File: config.mk
export PLATFORM = sky130hd
export DESIGN_NAME = iws_core
export DESIGN_NICKNAME = d
export VERILOG_FILES = /design/src/iws_buf.sv /design/src/iws_core.sv
export SDC_FILE = /design/constraint.sdc
export NUM_CORES = 1
export LEC_CHECK = 0
export BUFFER_PORTS_ARGS = -buffer_cell sky130_fd_sc_hd__buf_2
export CORE_UTILIZATION = 45
export CTS_CLUSTER_DIAMETER = 50
export DETAILED_ROUTE_END_ITERATION = 10
export GPL_TIMING_DRIVEN = 0
export PLACE_DENSITY = 0.71
export SETUP_SLACK_MARGIN = 0.1
export SLEW_MARGIN = 0
export SYNTH_ARGS = -nofsm -noshare
export SYNTH_HDL_FRONTEND = slang
export SYNTH_SLANG_ARGS = --single-unit
File: constraint.sdc
create_clock -name clock -period 2.25 [get_ports clock]
set_input_delay 0.1125 -clock clock [delete_from_list [all_inputs] [get_ports clock]]
set_output_delay 0.1125 -clock clock [all_outputs]
set_load 0.05 [all_outputs]
File: src/iws_buf.sv
// package of constants and types for the two-wire wait/status block,
// plus the two-entry receive buffer that sits in the received-byte path.
// assumes one clock and an active-low asynchronous reset.
`timescale 1ns/10ps
`default_nettype none

package iws_pkg;
    typedef logic [1:0] iws_addr_t;
    typedef logic [7:0] iws_byte_t;

    // register offsets on the plain register port
    localparam iws_addr_t OFF_CTL    = 2'h0;
    localparam iws_addr_t OFF_STATUS = 2'h1;
    localparam iws_addr_t OFF_SHIFT  = 2'h2;
    localparam iws_addr_t OFF_OWN    = 2'h3;

    // bus_control_reg fields
    localparam int CTL_STOP_TRIG  = 0;
    localparam int CTL_START_TRIG = 1;
    localparam int CTL_ACK_EN     = 2;
    localparam int CTL_WAIT_TIME  = 3;
    localparam int CTL_STOP_IRQ   = 4;
    localparam int CTL_WAIT_REL   = 5;
    localparam int CTL_ENABLE     = 7;
    localparam iws_byte_t CTL_STORE_MASK = 8'h9C;
    localparam iws_byte_t CTL_RESET      = 8'h00;

    // status_byte fields
    localparam int ST_STOP  = 0;
    localparam int ST_START = 1;
    localparam int ST_ACK   = 2;
    localparam int ST_TRC   = 3;
    localparam int ST_ADDR  = 4;

    localparam iws_byte_t SHIFT_RESET   = 8'h00;
    localparam iws_byte_t OWN_RESET     = 8'h00;
    localparam iws_byte_t OWN_MASK      = 8'hFE;
    localparam iws_byte_t RELEASE_BYTE  = 8'hFF;
    localparam logic [3:0] BIT_ACK_SLOT = 4'h8;
    localparam logic [3:0] BIT_LAST     = 4'h9;

    typedef enum logic [1:0] {PH_IDLE, PH_ADDR, PH_DATA, PH_HOLD} iws_phase_e;

    typedef struct packed {
        iws_byte_t data;
        logic      first;
    } iws_byte_s;
endpackage

module iws_buf (
    input  wire logic               clock,
    input  wire logic               rst_b,
    input  wire logic               in_valid,
    output logic                    in_ready,
    input  wire iws_pkg::iws_byte_s in_data,
    output logic                    out_valid,
    input  wire logic               out_ready,
    output iws_pkg::iws_byte_s      out_data
);
    import iws_pkg::*;

    iws_byte_s  mem_reg [2];
    logic       wptr_reg;
    logic       rptr_reg;
    logic [1:0] count_reg;
    logic       push;
    logic       pop;

    assign in_ready  = (count_reg != 2'h2);
    assign out_valid = (count_reg != 2'h0);
    assign out_data  = mem_reg[rptr_reg];
    assign push      = in_valid && in_ready;
    assign pop       = out_ready && out_valid;

    always_ff @(posedge clock or negedge rst_b)
    begin
        if (!rst_b)
        begin
            mem_reg[0] <= '0;
            mem_reg[1] <= '0;
        end
        else if (push)
        begin
            mem_reg[wptr_reg] <= in_data;
        end
    end

    always_ff @(posedge clock or negedge rst_b)
    begin
        if (!rst_b)
        begin
            wptr_reg  <= 1'b0;
            rptr_reg  <= 1'b0;
            count_reg <= 2'h0;
        end
        else
        begin
            if (push)
                wptr_reg <= ~wptr_reg;
            if (pop)
                rptr_reg <= ~rptr_reg;
            count_reg <= count_reg + {1'b0, push} - {1'b0, pop};
        end
    end
endmodule

`default_nettype wire

File: src/iws_core.sv
// two-wire slave with clock-stretch wait handling and event status.
// assumes scl/sda arrive unsynchronised from open-drain pads and that the
// register master follows the one-cycle strobe protocol.
//
// The address map and the address-and-strobe port were decided locally.
`timescale 1ns/10ps
`default_nettype none

// Operation
// - a device not ready for the next byte holds the clock line low.
// - no new byte transfer until both ends release the clock line.
// - wait is inserted automatically; wait timing select picks 8th or 9th clock.
// - wait ends on wait release bit set or all-ones write to shift register.
// - transmitter writing next byte to shift register releases wait and shifts it.
// - setting start or stop trigger also releases a pending wait.
// - addressed slave interrupts after address with 0001X110, after data 0001X000, or 0001X100 for an acked byte interrupting on the 9th clock.
// - after stop, interrupt with 00000001 only when stop interrupt enabled.
// - restart plus matching address repeats address interrupt, then data interrupts.
// - stop sets stop seen flag; interrupt only if stop interrupt enable set.
// - start condition sets the start seen flag.
// - direction bit after address updates transmit role flag; zero means receive.
module iws_core (
    input  wire logic              clock,
    input  wire logic              rst_b,
    input  wire iws_pkg::iws_addr_t reg_addr,
    input  wire iws_pkg::iws_byte_t reg_wdata,
    input  wire logic              reg_wr,
    input  wire logic              reg_rd,
    output iws_pkg::iws_byte_t     reg_rdata,
    input  wire logic              scl_in,
    output logic                   scl_out,
    output logic                   scl_oe,
    input  wire logic              sda_in,
    output logic                   sda_out,
    output logic                   sda_oe,
    output logic                   bus_event_irq
);
    import iws_pkg::*;

    logic       scl_s1_reg;
    logic       scl_s2_reg;
    logic       scl_d_reg;
    logic       sda_s1_reg;
    logic       sda_s2_reg;
    logic       sda_d_reg;
    logic       scl_rise;
    logic       scl_fall;
    logic       start_det;
    logic       stop_det;

    iws_byte_t  bus_control_reg;
    iws_byte_t  own_address_reg;
    iws_byte_t  rx_shift_reg;
    iws_byte_t  tx_shift_reg;
    iws_byte_t  rdata_reg;
    iws_phase_e phase_reg;
    logic [3:0] bit_cnt_reg;
    logic       wait_reg;
    logic       pend_reg;
    logic       first_reg;
    logic       irq_reg;
    logic       scl_oe_reg;
    logic       sda_oe_reg;
    logic       stop_seen_flag;
    logic       start_seen_flag;
    logic       ack_seen_reg;
    logic       transmit_role_flag;
    logic       addressed_reg;

    logic       wr_ctl;
    logic       wr_shift;
    logic       wr_own;
    logic       rd_shift;
    logic       release_evt;
    logic       ev_ack_slot;
    logic       ev_last;
    logic       addr_match;
    logic       wait_set;
    logic       irq_set;
    logic       sda_oe_next;
    logic       enabled;
    iws_byte_t  status_byte;
    iws_byte_s  buf_in;
    iws_byte_s  buf_out;
    logic       buf_in_ready;
    logic       buf_out_valid;

    // pin synchronisers; the third stage only feeds edge detection
    always_ff @(posedge clock or negedge rst_b)
    begin
        if (!rst_b)
        begin
            scl_s1_reg <= 1'b1;
            scl_s2_reg <= 1'b1;
            scl_d_reg  <= 1'b1;
            sda_s1_reg <= 1'b1;
            sda_s2_reg <= 1'b1;
            sda_d_reg  <= 1'b1;
        end
        else
        begin
            scl_s1_reg <= scl_in;
            scl_s2_reg <= scl_s1_reg;
            scl_d_reg  <= scl_s2_reg;
            sda_s1_reg <= sda_in;
            sda_s2_reg <= sda_s1_reg;
            sda_d_reg  <= sda_s2_reg;
        end
    end

    // bits only advance on real line edges, so a stretched clock stalls the byte
    assign scl_rise  = scl_s2_reg && !scl_d_reg;
    assign scl_fall  = !scl_s2_reg && scl_d_reg;
    assign start_det = scl_s2_reg && scl_d_reg && sda_d_reg && !sda_s2_reg;
    assign stop_det  = scl_s2_reg && scl_d_reg && !sda_d_reg && sda_s2_reg;
    assign enabled   = bus_control_reg[CTL_ENABLE];

    assign wr_ctl   = reg_wr && (reg_addr == OFF_CTL);
    assign wr_shift = reg_wr && (reg_addr == OFF_SHIFT);
    assign wr_own   = reg_wr && (reg_addr == OFF_OWN);
    assign rd_shift = reg_rd && (reg_addr == OFF_SHIFT);

    assign release_evt = (wr_ctl && reg_wdata[CTL_WAIT_REL])
                      || (wr_shift && reg_wdata == RELEASE_BYTE)
                      || (wr_shift && transmit_role_flag)
                      || (wr_ctl && (reg_wdata[CTL_START_TRIG] || reg_wdata[CTL_STOP_TRIG]));

    assign ev_ack_slot = scl_fall && bit_cnt_reg == BIT_ACK_SLOT;
    assign ev_last     = scl_fall && bit_cnt_reg == BIT_LAST;
    assign addr_match  = (rx_shift_reg & OWN_MASK) == (own_address_reg & OWN_MASK);

    // wait points: after address ack, 8th or 9th clock of a data byte
    always_comb
    begin
        wait_set = 1'b0;
        irq_set  = 1'b0;
        if (phase_reg == PH_ADDR && ev_last && addressed_reg)
        begin
            wait_set = 1'b1;
            irq_set  = 1'b1;
        end
        else if (phase_reg == PH_DATA && !transmit_role_flag)
        begin
            if (ev_ack_slot && !bus_control_reg[CTL_WAIT_TIME])
            begin
                wait_set = 1'b1;
                irq_set  = 1'b1;
            end
            else if (ev_last && bus_control_reg[CTL_WAIT_TIME])
            begin
                wait_set = 1'b1;
                irq_set  = 1'b1;
            end
        end
        else if (phase_reg == PH_DATA && ev_last)
        begin
            wait_set = ack_seen_reg;
            irq_set  = 1'b1;
        end
        if (stop_det && bus_control_reg[CTL_STOP_IRQ])
            irq_set = 1'b1;
    end

    // byte framing and phase
    always_ff @(posedge clock or negedge rst_b)
    begin
        if (!rst_b)
        begin
            phase_reg    <= PH_IDLE;
            bit_cnt_reg  <= 4'h0;
            rx_shift_reg <= SHIFT_RESET;
        end
        else if (start_det && enabled)
        begin
            phase_reg   <= PH_ADDR;
            bit_cnt_reg <= 4'h0;
        end
        else if (stop_det)
        begin
            phase_reg   <= PH_IDLE;
            bit_cnt_reg <= 4'h0;
        end
        else
        begin
            if (scl_rise && bit_cnt_reg < BIT_ACK_SLOT)
                rx_shift_reg <= {rx_shift_reg[6:0], sda_s2_reg};
            if (scl_rise)
                bit_cnt_reg <= bit_cnt_reg + 4'h1;
            else if (ev_last)
                bit_cnt_reg <= 4'h0;
            if (phase_reg == PH_ADDR && ev_ack_slot && !addr_match)
                phase_reg <= PH_HOLD;
            else if (phase_reg == PH_ADDR && ev_last)
                phase_reg <= PH_DATA;
            else if (phase_reg == PH_DATA && transmit_role_flag && ev_last && !ack_seen_reg)
                phase_reg <= PH_HOLD;
        end
    end

    // status flags; hardware sets, stop/start events clear
    always_ff @(posedge clock or negedge rst_b)
    begin
        if (!rst_b)
        begin
            stop_seen_flag     <= 1'b0;
            start_seen_flag    <= 1'b0;
            ack_seen_reg       <= 1'b0;
            transmit_role_flag <= 1'b0;
            addressed_reg      <= 1'b0;
        end
        else if (start_det && enabled)
        begin
            start_seen_flag    <= 1'b1;
            stop_seen_flag     <= 1'b0;
            ack_seen_reg       <= 1'b0;
            transmit_role_flag <= 1'b0;
            addressed_reg      <= 1'b0;
        end
        else if (stop_det)
        begin
            stop_seen_flag     <= 1'b1;
            start_seen_flag    <= 1'b0;
            ack_seen_reg       <= 1'b0;
            transmit_role_flag <= 1'b0;
            addressed_reg      <= 1'b0;
        end
        else
        begin
            if (scl_rise && bit_cnt_reg == BIT_ACK_SLOT)
                ack_seen_reg <= !sda_s2_reg;
            else if (ev_ack_slot)
                ack_seen_reg <= 1'b0;
            if (phase_reg == PH_ADDR && ev_ack_slot && addr_match)
            begin
                addressed_reg      <= 1'b1;
                transmit_role_flag <= rx_shift_reg[0];
            end
            if (phase_reg == PH_DATA && irq_set)
                start_seen_flag <= 1'b0;
        end
    end

    // wait holds until a release action; a new wait point wins over a release
    always_ff @(posedge clock or negedge rst_b)
    begin
        if (!rst_b)
            wait_reg <= 1'b0;
        else if (start_det || stop_det)
            wait_reg <= 1'b0;
        else if (wait_set)
            wait_reg <= 1'b1;
        else if (release_evt)
            wait_reg <= 1'b0;
    end

    // a received byte waits here while the buffer is full, stretching scl
    assign buf_in.data  = rx_shift_reg;
    assign buf_in.first = first_reg;

    always_ff @(posedge clock or negedge rst_b)
    begin
        if (!rst_b)
        begin
            pend_reg  <= 1'b0;
            first_reg <= 1'b0;
        end
        else
        begin
            if (phase_reg == PH_DATA && !transmit_role_flag && ev_ack_slot)
                pend_reg <= 1'b1;
            else if (buf_in_ready)
                pend_reg <= 1'b0;
            if (phase_reg == PH_ADDR && ev_last)
                first_reg <= 1'b1;
            else if (pend_reg && buf_in_ready)
                first_reg <= 1'b0;
        end
    end

    iws_buf u_rx_buf (
        .clock     (clock),
        .rst_b     (rst_b),
        .in_valid  (pend_reg),
        .in_ready  (buf_in_ready),
        .in_data   (buf_in),
        .out_valid (buf_out_valid),
        .out_ready (rd_shift),
        .out_data  (buf_out)
    );

    // transmit shifter; first bit appears as soon as the wait is released
    always_ff @(posedge clock or negedge rst_b)
    begin
        if (!rst_b)
            tx_shift_reg <= SHIFT_RESET;
        else if (wr_shift)
            tx_shift_reg <= reg_wdata;
        else if (scl_fall && transmit_role_flag && phase_reg == PH_DATA
                 && bit_cnt_reg != 4'h0 && bit_cnt_reg < BIT_ACK_SLOT)
            tx_shift_reg <= {tx_shift_reg[6:0], 1'b0};
    end

    always_comb
    begin
        sda_oe_next = 1'b0;
        if (bit_cnt_reg == BIT_ACK_SLOT)
            sda_oe_next = (phase_reg == PH_ADDR && addressed_reg)
                       || (phase_reg == PH_DATA && !transmit_role_flag && bus_control_reg[CTL_ACK_EN]);
        else if (phase_reg == PH_DATA && transmit_role_flag && bit_cnt_reg < BIT_ACK_SLOT && !wait_reg)
            sda_oe_next = !tx_shift_reg[7];
    end

    // registers
    always_ff @(posedge clock or negedge rst_b)
    begin
        if (!rst_b)
        begin
            bus_control_reg <= CTL_RESET;
            own_address_reg <= OWN_RESET;
        end
        else
        begin
            if (wr_ctl)
                bus_control_reg <= reg_wdata & CTL_STORE_MASK;
            if (wr_own)
                own_address_reg <= reg_wdata & OWN_MASK;
        end
    end

    assign status_byte = {3'h0, addressed_reg, transmit_role_flag, ack_seen_reg, start_seen_flag, stop_seen_flag};

    always_ff @(posedge clock or negedge rst_b)
    begin
        if (!rst_b)
            rdata_reg <= 8'h00;
        else if (reg_rd)
        begin
            case (reg_addr)
                OFF_CTL:    rdata_reg <= bus_control_reg;
                OFF_STATUS: rdata_reg <= status_byte;
                OFF_SHIFT:  rdata_reg <= buf_out_valid ? buf_out.data : rx_shift_reg;
                OFF_OWN:    rdata_reg <= own_address_reg;
                default:    rdata_reg <= 8'h00;
            endcase
        end
    end

    // pin drivers and event pulse, all registered
    // sda only moves while scl is seen low: a move under a high scl reads as start or stop
    always_ff @(posedge clock or negedge rst_b)
    begin
        if (!rst_b)
        begin
            scl_oe_reg <= 1'b0;
            sda_oe_reg <= 1'b0;
            irq_reg    <= 1'b0;
        end
        else
        begin
            scl_oe_reg <= wait_reg || pend_reg;
            if (!scl_s2_reg)
                sda_oe_reg <= sda_oe_next;
            irq_reg    <= irq_set;
        end
    end

    assign scl_out       = 1'b0;
    assign sda_out       = 1'b0;
    assign scl_oe        = scl_oe_reg;
    assign sda_oe        = sda_oe_reg;
    assign bus_event_irq = irq_reg;
    assign reg_rdata     = rdata_reg;
endmodule

`default_nettype wire

==> Word-level counts from Yosys, hierarchy flattened <==
Cells that the tools add are included.
{ "totals": {"register_bits": 80, "in_bits": 16, "out_inout_bits": 13, "word_cells": 183} }
{ "op_classes": {"add_sub_neg": 3, "magnitude_cmp": 4, "n_eq_ne": 10, "muxes": 52, "n_bitwise": 6, "reduce_logical": 77} }
{ "ops": {"columns": ["operator", "count"], "rows": [
  ["$logic_and A1 B1 Y1", 46],
  ["$mux W9", 4],
  ["$mux W1", 33],
  ["$pmux W8 S4", 1],
  ["$mux W8", 3],
  ["$bwmux W18", 1],
  ["$mux W4", 4],
  ["$reduce_bool A4 Y1", 3],
  ["$logic_not A1 Y1", 10],
  ["$mux W2", 5],
  ["$reduce_bool A2 Y1", 5],
  ["$demux W9 S1", 1],
  ["$reduce_bool A3 Y1", 3],
  ["$eq A4 B4 Y1 const B", 2],
  ["$eq A8 B8 Y1 const B", 1],
  ["$eq A7 B7 Y1", 1],
  ["$logic_or A1 B1 Y1", 7],
  ["$eq A2 B2 Y1 const B", 3],
  ["$reduce_bool A5 Y1", 1],
  ["$add A4 B1 Y4 const B", 1],
  ["$eq A2 B1 Y1 const B", 2],
  ["$ge A2 B2 Y1 const B", 2],
  ["$lt A4 B4 Y1 const B", 1],
  ["$not A1 Y1", 4],
  ["7 further kinds", 8]
]} }

==> Depth between registers and ports, before layout <==
{ "depth": {"ltp_word": 13, "ltp_mapped": 9, "ltp_nobuf": 7} }

==> By module <==
From an unflattened synthesis, not the netlist that was laid out.
{ "hier_totals": {"cells_unflattened": 318, "area_unflattened_um2": 3873.7} }
{ "by_module_without_submodules": {"columns": ["mod", "n_inst", "cells_each", "area_per_inst_um2", "seq_area_each_um2"], "rows": [
  ["iws_core", 1, 248, 2866.5, 1458.9],
  ["iws_buf", 1, 70, 1007.2, 550.5]
]} }

==> Worst setup path before layout <==
Ideal clock, no wire load.
{ "synth_timing": {"path_kind": "flip-flop to flip-flop", "from": "register u_rx_buf.count_reg[0]", "to": "register u_rx_buf.count_reg[1]", "setup_ps": 124, "arrival_time_ps": 1826, "t_required_ps": 2126, "setup_slack_ps": 300, "path_stages_with_launch": 10, "n_path_buf": 2, "period_less_slack_ps": 1950, "path_cell_list": "dfrtp_1 > buf_6 > or2_2 > buf_6 > and3_1 > ha_1 > inv_1 > ha_1 > xnor2_1 > xnor2_1"} }
{ "synth_via": {"word_cells_on_any_way": 6, "classes_between": "add/sub (2); eq/ne (1); reduce/logical (3)"} }
{ "synth_lines": {"columns": ["item", "line", "source"], "rows": [
  ["start: declaration", "iws_buf.sv:65", "logic [1:0] count_reg;"],
  ["start signal: assignment", "iws_buf.sv:102", "count_reg <= count_reg + {1'b0, push} - {1'b0, pop};"],
  ["$reduce_bool A2 Y1", "iws_buf.sv:70", "assign out_valid = (count_reg != 2'h0);"],
  ["$logic_and A1 B1 Y1", "iws_buf.sv:73", "assign pop = out_ready && out_valid;"],
  ["via u_rx_buf.pop", "iws_buf.sv:67", "logic pop;"],
  ["$sub A2 B1 Y2", "iws_buf.sv:102", null]
]} }
The timed path passes the listed nets, and every way through them passes these cells.
A chain may end at the register's enable or synchronous reset.

==> Final worst setup path <==
Ends and elaborated chain as after synthesis.

==> impl_results.md <==
- Status: finished clean
- Hold-fix buffers, CTS: 3
- Total Power: 0.00425 W
- Combinational Power Share: 0.280
- Highest net fanout along the worst path: 10
- GRT overflow: 0
- Fin crit period: 2.03 ns
- Sw Ratio: 0.338
- Post-synthesis async set-or-reset flop share: 1.00
- Max-Cap Viols: 0
- Leak pwr: 1.95 nW
- Floorplan core area: 0.00789 sq mm
- Port bufs: 26
- Final Max Slew Viols: 0
- DR DRC count: 0
- Post-synthesis sequential area ratio: 0.515
- Area delta synth->final: 14.3%
- DIE HEIGHT: about 93 microns
- TNS Setup: 0 ns
- Die width: 93.3 microns
- Clock slew at reported path FFs: 0.08 ns
- Most frequent cells in the layout: dfrtp_1, mux2_2, buf_2
- Yosys top cell by area: dfrtp_1
- Switch Pwr: 0.00144 W
- DP HPWL: 5.54 mm
- Post-cts resize count: 0
- CTS Buf Count: 9
- First-pass GRT wire length: 12.9 mm
- Gate Count Post-Synth: 321
- #FFs+latches synth: just under 80
- RSZ-0062 raised after global routing: false
- Post-Syn Area per Cell: roughly 12 sq um
- GPL Wtd Cong: about 0.83
- Post-synth EDFFs: 0
- Drt wl/cell: 16.4 microns
- Die area: around 0.0087 sq mm
- Commonest non-fill, non-tap cell in the layout: dfrtp_1
- Total Nets Final: 384
- Power Density: 990 mW/mm^2
- Area contributors post-synth: dfrtp_1, mux2_2, mux2i_1
- # IOs: 29
- Clock network power share: 0.268
- Tightest Pin Transition: slightly above 0.5 ns
- Vias per cell: 5.49
- Post-route ant nets: 0
- H-tree depth: 3
- 1st-iter DRT viols: about 240
- Pre-antenna DRT Iters: 4
- GRT Overall Usage: 0.197
- Setup crit start kind: flop
- Sequential Area: 0.00193 sq mm
- # rows: 32
- Netlist cell types: 53
- Max Root-Sink Buffers: 2
- Slowest Stage Delay on Critical Path: 0.38 ns
- Maximum vdd ir drop: 0.000456 V
- CTS tree: done
- CTS Sinks: 77
- Layout cells sized above 1: 0.307
- Post-Syn Area: 0.00375 sq mm
- Slew margin rel.: 0.658
- Fmax: 492 MHz
- Routed vias: 2581
- P_int: 0.00281 W
- CP Capture Type: flop
- Synth warn: 0
- Reg power frac: 0.453
- Cell Chain, Critical Path: buf_6, or2_2, buf_6, and3_1, ha_1, inv_1, ha_1, xnor2_1, xnor2_1
- CTS root buffer: clkbuf_8
- Clock skew: 0.0132 ns
- Share of the synthesized area in the top cell type: 0.473
- Clk Latency, worst-skew pair: 0.35 ns
- Final period util: 0.903
- FILL cells: 663
- Multi-input gate area: 0.00169 sq mm
- Setup-failing EPs final: 0
- Initial antenna violation count: 0
- Final count of hold timing violations: 0
- Max reg flops: 16
- N_diodes: 0
- Pin count of the biggest net entering global routing: 53
- CP required: 2.49 ns
- Slowest cell on crit path: dfrtp_1
- Hold WC Path Type: in2reg
- Post CTS Setup Buffer Count: 0
- Initial Utilization: 0.476
- Drt total wl: between 7 and 8 mm
- Prevailing post-synth register cell: dfrtp_1
- Crit Path Class: reg2reg
- Number of global-route vias before repair: 2536
- Data arrival time of the worst path: 2.27 ns
[critical path: cells and delay by family (launching register included)]
family        cells  cell delay (ns)
xor+xnor          2             0.25
fa+ha+maj         2             0.47
buf+inv           3             0.33
flops             1             0.38
simple gates      2             0.49
[power by group through the flow]
stage	registers (W)	clock network [W]	logic, W
floorplan	0.00198	0	0.000803
global placement	0.00194	0	0.00116
detailed placement	0.00195	0	0.00118
CTS	0.00192	0.00116	0.00119
global route	0.00197	0.00122	0.00130
finish	0.00192	0.00114	0.00119
[cell type report]
class,instances,area share
Multi-Input combinational cell,220,0.394
Inverter,10,0.00875
Clock inverter,5,0.0198
Clock buffer,11,0.0306
Tap cell,102,0.0297
Timing Repair Buffer,30,0.0443
Sequential cell,77,0.451
Buffer,15,0.0222
[per-layer routing]
layer,vias to the layer above,GRT usage,part of all wire
li1,1232,-,-
met1,1283,0.283,0.48
met2,58,0.296,0.46
met3,8,0.0472,0.046
met4,0,0.0615,0.014
met5,-,0,0
[worst paths after layout]
path / from / to / slack [ns] / cells past startpoint
setup reg to reg: u_rx_buf.count_reg[0] / u_rx_buf.count_reg[1] / 0.22 / 9
max in group asynchronous: rst_b / scl_d_reg / 1.42 / 3
min in group asynchronous: rst_b / u_rx_buf.rptr_reg / 0.21 / 2
setup / recovery: u_rx_buf.count_reg[0] / u_rx_buf.count_reg[1] / 0.22 / 9
hold reg to reg: scl_s1_reg / scl_s2_reg / 0.36 / 0
hold / removal: reg_wdata[0] / tx_shift_reg[0] / 0.05 / 2
[synth_stat cells (3+ instances only)]
| cell type | count |
|---|---|
| and3b_1 | 3 |
| clkbuf_1 | 3 |
| o22ai_1 | 3 |
| mux2i_1 | 17 |
| buf_2 | 7 |
| inv_1 | 10 |
| or2_2 | 3 |
| mux2_2 | 39 |
| a21oi_1 | 17 |
| buf_6 | 3 |
| nand3b_1 | 3 |
| dfrtp_1 | 71 |
| dfstp_2 | 6 |
| nand3_1 | 7 |
| nand2_1 | 25 |
| nor2_1 | 9 |
| mux4_2 | 3 |
| nor3_1 | 8 |
| a21oi_2 | 3 |
| xnor2_1 | 10 |
| ha_1 | 5 |
| a31oi_1 | 3 |
| nand4_1 | 3 |
| nand2b_1 | 6 |
| o21ai_0 | 17 |
[cell families (layout without fill, tap and decap cells)]
family,after synthesis,count (layout),share of synthesized area
AND/OR/NAND/NOR,81,81,0.118
flip-flops,77,77,0.515
AO/OA/AOI/OAI,60,60,0.101
multiplexers,60,60,0.184
buffers and inverters,25,71,0.0353
XOR/XNOR,12,12,0.0280
adder cells (fa/ha/maj),5,5,0.0167
other,1,2,0.000999
[metrics by stage]
step	cell area, sq um	utilization	hold slack [ns]	setup slack, ns	instances
2_1_floorplan	3760	-	-0.183	0.300	322
3_3_place_gp	4020	0.509	0.218	0.226	450
3_5_place_dp	4050	0.513	0.0492	0.220	451
4_1_cts	4290	0.544	0.0288	0.203	470
5_1_grt	4290	0.544	0.0514	0.119	470
6_report	4290	0.544	0.0455	0.219	470
(Power assumes the default switching activity.)
